===== config.mk =====
export PLATFORM = sky130hd
export DESIGN_NAME = sirq_agent
export DESIGN_NICKNAME = d
export VERILOG_FILES = /design/src/hw/sirq_pkg.sv /design/src/hw/sirq_sync.sv /design/src/hw/sirq_pend.sv /design/src/hw/sirq_agent.sv
export SDC_FILE = /design/constraint.sdc
export NUM_CORES = 1
export LEC_CHECK = 0
export BUFFER_PORTS_ARGS = -buffer_cell sky130_fd_sc_hd__buf_2
export CORE_AREA = 5 5 103 105
export DETAILED_ROUTE_END_ITERATION = 10
export DIE_AREA = 0 0 108 110
export SYNTH_ARGS = -nofsm -noshare
export SYNTH_HDL_FRONTEND = slang
export SYNTH_HIERARCHICAL = 1
export SYNTH_SLANG_ARGS = --single-unit

===== constraint.sdc =====
create_clock -name sys_clk -period 5.5 [get_ports sys_clk]
set_clock_uncertainty 0.15 [all_clocks]
set_input_delay 0 -clock sys_clk [delete_from_list [all_inputs] [get_ports sys_clk]]
set_output_delay 0 -clock sys_clk [all_outputs]
set_load 0.01 [all_outputs]

===== src/hw/sirq_pkg.sv =====
// constants and types shared by the serial interrupt slave agent
package sirq_pkg;

   // ****************************************
   // synchroniser and frame timing
   // ****************************************
   localparam int SYNC_STAGES = 2;
   localparam int HOST_FRAMES_DEF = 17;
   localparam logic [5:0] FIRST_FRAME = 6'h01;
   localparam logic [5:0] FIRST_IRQ_SLOT = 6'h02;
   localparam logic [5:0] LAST_IRQ_SLOT = 6'h10;
   localparam logic [5:0] MGMT_SLOT = 6'h03;
   localparam logic [5:0] SLOT_RESET = 6'h00;

   // ****************************************
   // stop frame widths in clocks
   // ****************************************
   localparam logic [2:0] STOP_QUIET_CLKS = 3'h2;
   localparam logic [2:0] STOP_CONT_CLKS = 3'h3;
   localparam logic [2:0] STOP_CNT_MAX = 3'h7;
   localparam logic [2:0] STOP_CNT_FIRST = 3'h1;
   localparam int STOP_TO_START_CLKS = 2;

   // ****************************************
   // management interrupt enable register 2
   // ****************************************
   localparam int MGMT_SER_BIT = 6;
   localparam int MGMT_PIN_BIT = 7;

   // ****************************************
   // reset values
   // ****************************************
   localparam logic QUIET_RESET = 1'b0;
   localparam logic [15:0] LEVEL_RESET = 16'hffff;

   // ****************************************
   // types
   // ****************************************
   typedef enum logic [1:0] {PH_SAMPLE, PH_RECOV, PH_TURN} sirq_phase_t;

   typedef enum logic [2:0] {
      ST_IDLE, ST_OWN_START, ST_OWN_WAIT, ST_START_LOW, ST_FRAMES, ST_STOP_WAIT, ST_STOP_LOW
   } sirq_state_t;

   typedef struct packed {
      logic oe;
      logic out;
   } sirq_drive_t;

endpackage


===== src/hw/sirq_sync.sv =====
// two-flop synchroniser for the serial interrupt line
`timescale 1ns/10ps
`default_nettype none
module sirq_sync import sirq_pkg::*; #(
   parameter int WIDTH = 1
) (
   // clock and reset
   input wire logic sys_clk,
   input wire logic reset_n,
   // data
   input wire logic [WIDTH-1:0] async_in,
   output logic [WIDTH-1:0] sync_out
);

   logic [WIDTH-1:0] stage1;

   // line idles high, so both stages reset high
   always_ff @(posedge sys_clk) begin
      if (!reset_n) begin
         stage1 <= '1;
         sync_out <= '1;
      end else begin
         stage1 <= async_in;
         sync_out <= stage1;
      end
   end

endmodule
`default_nettype wire


===== src/hw/sirq_pend.sv =====
// per-line change tracking for the interrupt levels
`timescale 1ns/10ps
`default_nettype none
module sirq_pend import sirq_pkg::*; #(
   parameter int WIDTH = 16
) (
   // clock and reset
   input wire logic sys_clk,
   input wire logic reset_n,
   // levels and slot clears
   input wire logic [WIDTH-1:0] level,
   input wire logic [WIDTH-1:0] clear,
   output logic [WIDTH-1:0] pend
);

   logic [WIDTH-1:0] prev;

   genvar i;
   generate
      for (i = 0; i < WIDTH; i++) begin : g_bit
         always_ff @(posedge sys_clk) begin
            if (!reset_n) begin
               prev[i] <= LEVEL_RESET[i];
            end else begin
               prev[i] <= level[i];
            end
         end

         // a change in the clearing cycle still counts
         always_ff @(posedge sys_clk) begin
            if (!reset_n) begin
               pend[i] <= 1'b0;
            end else if (level[i] != prev[i]) begin
               pend[i] <= 1'b1;
            end else if (clear[i]) begin
               pend[i] <= 1'b0;
            end
         end
      end
   endgenerate

endmodule
`default_nettype wire


===== src/hw/sirq_agent.sv =====
// serial interrupt slave agent: start, data and stop frame handling
//
// Overview of operation
// - in quiet idle, drive line low one clock, then release, never high
// - never start a start frame while a cycle is active
// - in quiet mode a level change requests a start frame unless carried
// - in continuous mode never start a frame; only the host does
// - mode changes only at a stop frame
// - continuous mode after reset; wait for host start frame
// - stop low two clocks selects quiet, three selects continuous
// - own start no earlier than second clock after stop rising edge
// - frames counted from start rising edge, three clocks each
// - sample phase drives low only when the reported level is low
// - recovery drives high one clock only after driving low
// - turn-around phase always releases the line
// - report low levels whichever agent started the cycle
// - frame n sample at 3n-1 clocks; periods 2 to 16 carry lines 1-15
// - period 3 carries line 2 or the management interrupt
// - management enable bit 6 gates serial frame, bit 7 the pin
// - line 13 is carried in period 14 like any other line
// - line released during reset; come out in continuous idle
// - drive and sample on the rising edge of the bus clock
`timescale 1ns/10ps
`default_nettype none
module sirq_agent import sirq_pkg::*; #(
   parameter int HOST_FRAMES = HOST_FRAMES_DEF
) (
   // clock and reset
   input wire logic sys_clk,
   input wire logic reset_n,
   // serial interrupt line
   input wire logic sio_in,
   output sirq_drive_t line_drv,
   // interrupt sources, bit n is line n, active low
   input wire logic [15:0] irq_level_n,
   input wire logic mgmt_interrupt_request,
   input wire logic [7:0] mgmt_enable2,
   // status
   output logic mgmt_pin_n,
   output logic quiet_mode,
   output logic cycle_active
);

   // ****************************************
   // line input and reported levels
   // ****************************************
   logic line_s;
   logic [15:0] rep_n;
   logic [15:0] pend;
   logic [15:0] pend_clr;

   sirq_sync #(.WIDTH(1)) u_sync (
      .sys_clk(sys_clk),
      .reset_n(reset_n),
      .async_in(sio_in),
      .sync_out(line_s)
   );

   always_comb begin
      rep_n = irq_level_n;
      rep_n[0] = 1'b1;
      // shared slot: line 2 or the management interrupt
      rep_n[2] = irq_level_n[2] & ~(mgmt_interrupt_request & mgmt_enable2[MGMT_SER_BIT]);
   end

   sirq_pend #(.WIDTH(16)) u_pend (
      .sys_clk(sys_clk),
      .reset_n(reset_n),
      .level(rep_n),
      .clear(pend_clr),
      .pend(pend)
   );

   // ****************************************
   // state and frame position
   // ****************************************
   sirq_state_t st;
   sirq_phase_t phase;
   sirq_phase_t next_phase;
   logic [5:0] slot;
   logic [5:0] next_slot;
   logic [5:0] irq_idx;
   logic [2:0] stop_cnt;
   logic drove_low;
   logic own_start;
   logic start_req;
   logic idle_start;
   logic last_frame;
   logic in_irq_slot;

   assign start_req = quiet_mode && (|pend);
   // sync latency already places this past the second clock after stop
   assign idle_start = (st == ST_IDLE) && line_s && start_req;
   assign last_frame = (slot == 6'(HOST_FRAMES)) && (phase == PH_TURN);

   always_comb begin
      next_slot = slot;
      next_phase = phase;
      unique case (phase)
         PH_SAMPLE: next_phase = PH_RECOV;
         PH_RECOV: next_phase = PH_TURN;
         PH_TURN: begin
            next_phase = PH_SAMPLE;
            next_slot = slot + 6'h01;
         end
      endcase
   end

   assign irq_idx = next_slot - FIRST_FRAME;
   assign in_irq_slot = (next_slot >= FIRST_IRQ_SLOT) && (next_slot <= LAST_IRQ_SLOT);

   always_comb begin
      pend_clr = 16'h0000;
      if (st == ST_FRAMES && next_phase == PH_SAMPLE && in_irq_slot) begin
         pend_clr[irq_idx[3:0]] = 1'b1;
      end
   end

   // ****************************************
   // cycle sequencing
   // ****************************************
   always_ff @(posedge sys_clk) begin
      if (!reset_n) begin
         st <= ST_IDLE;
      end else begin
         unique case (st)
            ST_IDLE: begin
               if (!line_s) begin
                  st <= ST_START_LOW;
               end else if (idle_start) begin
                  st <= ST_OWN_START;
               end
            end
            ST_OWN_START: st <= ST_OWN_WAIT;
            ST_OWN_WAIT: begin
               if (!line_s) begin
                  st <= ST_START_LOW;
               end
            end
            ST_START_LOW: begin
               if (line_s) begin
                  st <= ST_FRAMES;
               end
            end
            ST_FRAMES: begin
               if (last_frame) begin
                  st <= ST_STOP_WAIT;
               end
            end
            ST_STOP_WAIT: begin
               if (!line_s) begin
                  st <= ST_STOP_LOW;
               end
            end
            ST_STOP_LOW: begin
               if (line_s) begin
                  st <= ST_IDLE;
               end
            end
         endcase
      end
   end

   // rising edge seen at clock 2; registers describe the next clock
   always_ff @(posedge sys_clk) begin
      if (!reset_n) begin
         slot <= SLOT_RESET;
         phase <= PH_SAMPLE;
      end else if (st == ST_START_LOW && line_s) begin
         slot <= FIRST_FRAME;
         phase <= PH_RECOV;
      end else if (st == ST_FRAMES) begin
         slot <= next_slot;
         phase <= next_phase;
      end
   end

   // ****************************************
   // stop width and mode
   // ****************************************
   always_ff @(posedge sys_clk) begin
      if (!reset_n) begin
         stop_cnt <= 3'h0;
      end else if (st == ST_STOP_WAIT && !line_s) begin
         stop_cnt <= STOP_CNT_FIRST;
      end else if (st == ST_STOP_LOW && !line_s && stop_cnt != STOP_CNT_MAX) begin
         stop_cnt <= stop_cnt + 3'h1;
      end
   end

   always_ff @(posedge sys_clk) begin
      if (!reset_n) begin
         quiet_mode <= QUIET_RESET;
      end else if (st == ST_STOP_LOW && line_s) begin
         if (stop_cnt == STOP_QUIET_CLKS) begin
            quiet_mode <= 1'b1;
         end else if (stop_cnt >= STOP_CONT_CLKS) begin
            quiet_mode <= 1'b0;
         end
      end
   end

   // ****************************************
   // line drive
   // ****************************************
   always_ff @(posedge sys_clk) begin
      if (!reset_n) begin
         line_drv <= '0;
         drove_low <= 1'b0;
         own_start <= 1'b0;
      end else begin
         line_drv <= '0;
         own_start <= 1'b0;
         if (idle_start) begin
            line_drv <= '{oe: 1'b1, out: 1'b0};
            own_start <= 1'b1;
         end else if (st == ST_FRAMES) begin
            if (next_phase == PH_SAMPLE) begin
               drove_low <= in_irq_slot && !rep_n[irq_idx[3:0]];
               if (in_irq_slot && !rep_n[irq_idx[3:0]]) begin
                  line_drv <= '{oe: 1'b1, out: 1'b0};
               end
            end else if (next_phase == PH_RECOV && drove_low) begin
               line_drv <= '{oe: 1'b1, out: 1'b1};
               drove_low <= 1'b0;
            end
         end
      end
   end

   always_ff @(posedge sys_clk) begin
      if (!reset_n) begin
         mgmt_pin_n <= 1'b1;
         cycle_active <= 1'b0;
      end else begin
         mgmt_pin_n <= ~(mgmt_interrupt_request & mgmt_enable2[MGMT_PIN_BIT]);
         cycle_active <= (st == ST_START_LOW) || (st == ST_FRAMES) ||
            (st == ST_STOP_WAIT) || (st == ST_STOP_LOW);
      end
   end

   // ****************************************
   // assertions
   // ****************************************
   a_reset_release: assert property (@(posedge sys_clk) disable iff (!reset_n)
      $rose(reset_n) |-> !line_drv.oe)
      else $error("line driven right after reset");

   a_reset_mode_cont: assert property (@(posedge sys_clk) disable iff (!reset_n)
      $rose(reset_n) |-> !quiet_mode)
      else $error("not continuous after reset");

   a_start_one_clk: assert property (@(posedge sys_clk) disable iff (!reset_n)
      own_start |-> line_drv.oe && !line_drv.out ##1 !line_drv.oe)
      else $error("own start not a single low clock");

   a_start_from_idle: assert property (@(posedge sys_clk) disable iff (!reset_n)
      own_start |-> $past(st) == ST_IDLE && st == ST_OWN_START)
      else $error("start frame issued outside idle");

   a_cont_passive: assert property (@(posedge sys_clk) disable iff (!reset_n)
      own_start |-> $past(quiet_mode))
      else $error("start frame in continuous mode");

   a_recov_then_turn: assert property (@(posedge sys_clk) disable iff (!reset_n)
      line_drv.oe && !line_drv.out && !own_start |=>
         line_drv.oe && line_drv.out ##1 !line_drv.oe)
      else $error("sample low not followed by recovery high and release");

   a_sample_slot: assert property (@(posedge sys_clk) disable iff (!reset_n)
      line_drv.oe && !line_drv.out && !own_start |->
         phase == PH_SAMPLE && slot >= FIRST_IRQ_SLOT && slot <= LAST_IRQ_SLOT)
      else $error("low driven outside an interrupt sample clock");

   a_mode_at_stop: assert property (@(posedge sys_clk) disable iff (!reset_n)
      $changed(quiet_mode) |-> $past(st) == ST_STOP_LOW &&
         $past(stop_cnt) >= STOP_QUIET_CLKS)
      else $error("mode changed outside a stop frame");

   a_high_only_recov: assert property (@(posedge sys_clk) disable iff (!reset_n)
      line_drv.oe && line_drv.out |-> $past(line_drv.oe) && !$past(line_drv.out))
      else $error("line driven high without preceding low");

   a_turn_release: assert property (@(posedge sys_clk) disable iff (!reset_n)
      st == ST_FRAMES && phase == PH_TURN |-> !line_drv.oe)
      else $error("line driven in a turn-around clock");

   a_start_not_active: assert property (@(posedge sys_clk) disable iff (!reset_n)
      own_start |-> !cycle_active)
      else $error("own start while a cycle is active");

   a_frame_origin: assert property (@(posedge sys_clk) disable iff (!reset_n)
      st == ST_FRAMES && $past(st) == ST_START_LOW |-> slot == FIRST_FRAME && phase == PH_RECOV)
      else $error("frame count not started at start rising edge");

   a_quiet_stop_width: assert property (@(posedge sys_clk) disable iff (!reset_n)
      $rose(quiet_mode) |-> $past(stop_cnt) == STOP_QUIET_CLKS)
      else $error("quiet mode without a two clock stop");

   a_cont_stop_width: assert property (@(posedge sys_clk) disable iff (!reset_n)
      $fell(quiet_mode) |-> $past(stop_cnt) >= STOP_CONT_CLKS)
      else $error("continuous mode without a three clock stop");

endmodule
`default_nettype wire


==> impl_metrics.tcl <==
set metrics [dict create \
    slowest_delay_ns 0.56 \
    critPathSlowestCell "mux4_2" \
    gr-total-overflow 0 \
    fin_setup_tns_ns 0 \
    regArea_um2 1080 \
    ir_worst_vdd_mv 0.103 \
    grt_pass1_vias 2226 \
    crit_arrival_ns 3.72 \
    dpl_cell_area_um2 3050 \
    crit_fanout 15 \
    slew_violations 0 \
    grt_pass1_wl_mm 10.2 \
    ios 33 \
    clk_path_buf_depth 2 \
    dp_hpwl_mm 4.29 \
    use_met2_pct 18.9 \
    netlist_instances 313 \
    critPathKind "reg -> reg" \
    gp_congestion 0.765 \
    io_buffers 25 \
    fin_crit_ns 3.63 \
    antenna_found_initial 0 \
    worstReg2RegEnd "drove_low" \
    synth_area_per_cell_um2 9.01 \
    status "finished, final reports clean" \
    diodes 0 \
    clock_sinks 54 \
    avgRoutedWirePerCell_um 12.1 \
    p_per_area_nw_per_um2 224 \
    crit_family "XOR/XNOR gates" \
    critPathRequiredTime_ns 5.59 \
    route.detailed.drc 0 \
    syn_area_um2 2820 \
    yosysTopAreaCell "dfxtp_1" \
    gr-usage-met3_pct 2.27 \
    n_fill_cell 996 \
    tightest_slew_ns 0.796 \
    grt_max_degree 51 \
    multi_input_area_um2 1630 \
    cts_tree "yes" \
    synth-async-reset-ratio_pct 0 \
    path_cells "inv_1 -> ha_1 -> xor2_2 -> inv_1 -> ha_1 -> xor2_2 -> xnor2_1 -> mux4_2 -> o221ai_2 -> nand3_2 -> o211ai_2" \
    clk_pin_slew_ns 0.10 \
    yosysWarnings 6 \
    synth_cell_type_count 50 \
    vias 2209 \
    synth_top_area_share_pct 38.3 \
    die_w_um 108 \
    r2r_cells 11 \
    ant_nets 0 \
    synth.most_common_cell "dfxtp_1" \
    fin_area_um2 3340 \
    maxCapViolations 0 \
    fmax_mhz 275 \
    hold_slack_ns 0.0380 \
    syn_to_final_growth_pct 18.5 \
    period_share_pct 66.1 \
    grt_usage_pct 10.5 \
    r2r_setup_slack_ns 1.87 \
    hold_path_startpoint "mgmt_interrupt_request" \
    synth_area_leaders "dfxtp_1, nand2b_1, xnor2_1" \
    synth-main-ff-cell "dfxtp_1" \
    clock-root-buffer "clkbuf_8" \
    rsz0062_at_grt "no" \
    fp.coreArea_um2 9550 \
    drive_gt1_share_pct 14.1 \
    top_usage_layer "met2" \
    power_mw 0.749 \
    die-area_um2 11900 \
    cts_made_buffers 5 \
    rows 36 \
    cts_max_level 2 \
    die_h_um 110 \
    first_iter_violations 100 \
    start_util_pct 29.5 \
    p_leak_nw 1.22 \
    fin_ws_ns 1.87 \
    path_buf_inv 2 \
    finalSetupViolations 0 \
    ys_top_cells_by_count "dfxtp_1, nand2b_1, nor2_1" \
    end_kind "register" \
    met1_usage_pct 12.8 \
    final-hold-violation-count 0 \
    hold_path_end "u_pend/pend[2]" \
    ctsResizeCount 0 \
    synth_edf_count 0 \
    synth_seq_area_share_pct 38.3 \
    rr_startpoint "phase[0]" \
    nNetsFinal 394 \
    place_ws_ns 1.86 \
    wl_mm 5.89 \
    min_path_cells 4 \
    hp-class "in -> reg" \
    vias_per_cell 4.54 \
    drt_pre_antenna_iters 4 \
    synth_seq_cells 54 \
    slew-limit-headroom_pct 47.0 \
    clock_latency_ns 0.31 \
    startpoint_type "register" \
]
-- stage by stage --
step                      cells  utilization [%]
after floorplan             314                -
after global routing        487             35.0
after global placement      460             31.9
after detailed placement    460             31.9
final                       487             35.0
after CTS                   487             35.0
-- placed cells by master, fill, tap and decap left out, drive strengths merged, types with 2 or more instances in the layout --
cell type and instances:
nor4 6, nor3b 2, mux4 3, nand2b 35, xor2 5, nor3 7, nor2b 2, a21oi 11
a21boi 21, o21ai 12, nand4 5, nand2 26, nand3 8, clkbuf 7, a221oi 2, dfxtp 54
nor2 27, nand4b 2, ha 13, or2b 3, buf 25, inv 11, or3 3, conb 2
o22ai 2, dlygate4sd3 19, xnor2 24
-- registers in the layout, summed over array words and instances (netlist names), 2 cells and up --
signal       flops
u_pend/prev     16
slot             6
st               3
u_pend/pend     16
stop_cnt         3
line_drv         2
phase            2
-- cell families (layout without fill, tap and decap cells) --
group                      after synthesis  after routing  synth area share (%)
xor gates and xnor gates                29             29                  9.54
DFF                                     54             54                  38.3
buffers and inverters                   23             63                  3.86
AOI/OAI and AO/OA                       57             57                  14.6
adders and majority gates               13             13                  5.77
muxes                                    5              5                  3.15
and+or+nand+nor                        131            131                  24.7
other                                    1              2                 0.133
-- tightest hold or removal path, stage by stage --
cell and delay, ns:
buf_2 0.09, a21boi_0 0.15, xnor2_1 0.16, a21boi_1 0.06
-- worst max-delay path by stage --
| stage | startpoint | endpoint | cells past startpoint |
|---|---|---|---|
| global placement | phase[0] | drove_low | 11 |
| CTS | phase[0] | drove_low | 11 |
| finish | phase[0] | drove_low | 11 |
| detailed placement | phase[0] | drove_low | 11 |
| floorplan | phase[0] | drove_low | 13 |
| global route | phase[0] | drove_low | 11 |
-- timing repair --
item / 4_1_cts / 5_1_grt
setup buffers: 0 / 0
hold endpoints to repair: 31 / 0
hold buffers: 19 / 0
-- area by class of cell --
class | instances | area share (%)
clock buffers | 7 | 2.88
clock inverters | 1 | 0.262
inverters | 11 | 1.24
multi-input cells | 237 | 48.9
flip-flops and latches | 54 | 32.3
well taps | 133 | 4.98
repair buffers | 44 | 9.43
-- power breakdown --
group / switching [mW] / internal [mW] / leakage, nW / total [mW]
Combinational: 0.0331 / 0.0424 / 0.724 / 0.0755
Clock: 0.134 / 0.116 / 0.0544 / 0.250
Sequential: 0.0127 / 0.411 / 0.446 / 0.423
-- metal layers --
metal  part of all wire, %  wire length, µm
met3                   2.3              138
met2                    50             2920
met4                  0.97               57
met1                    47             2770
met5                     0                0
(Power assumes the default switching activity.)
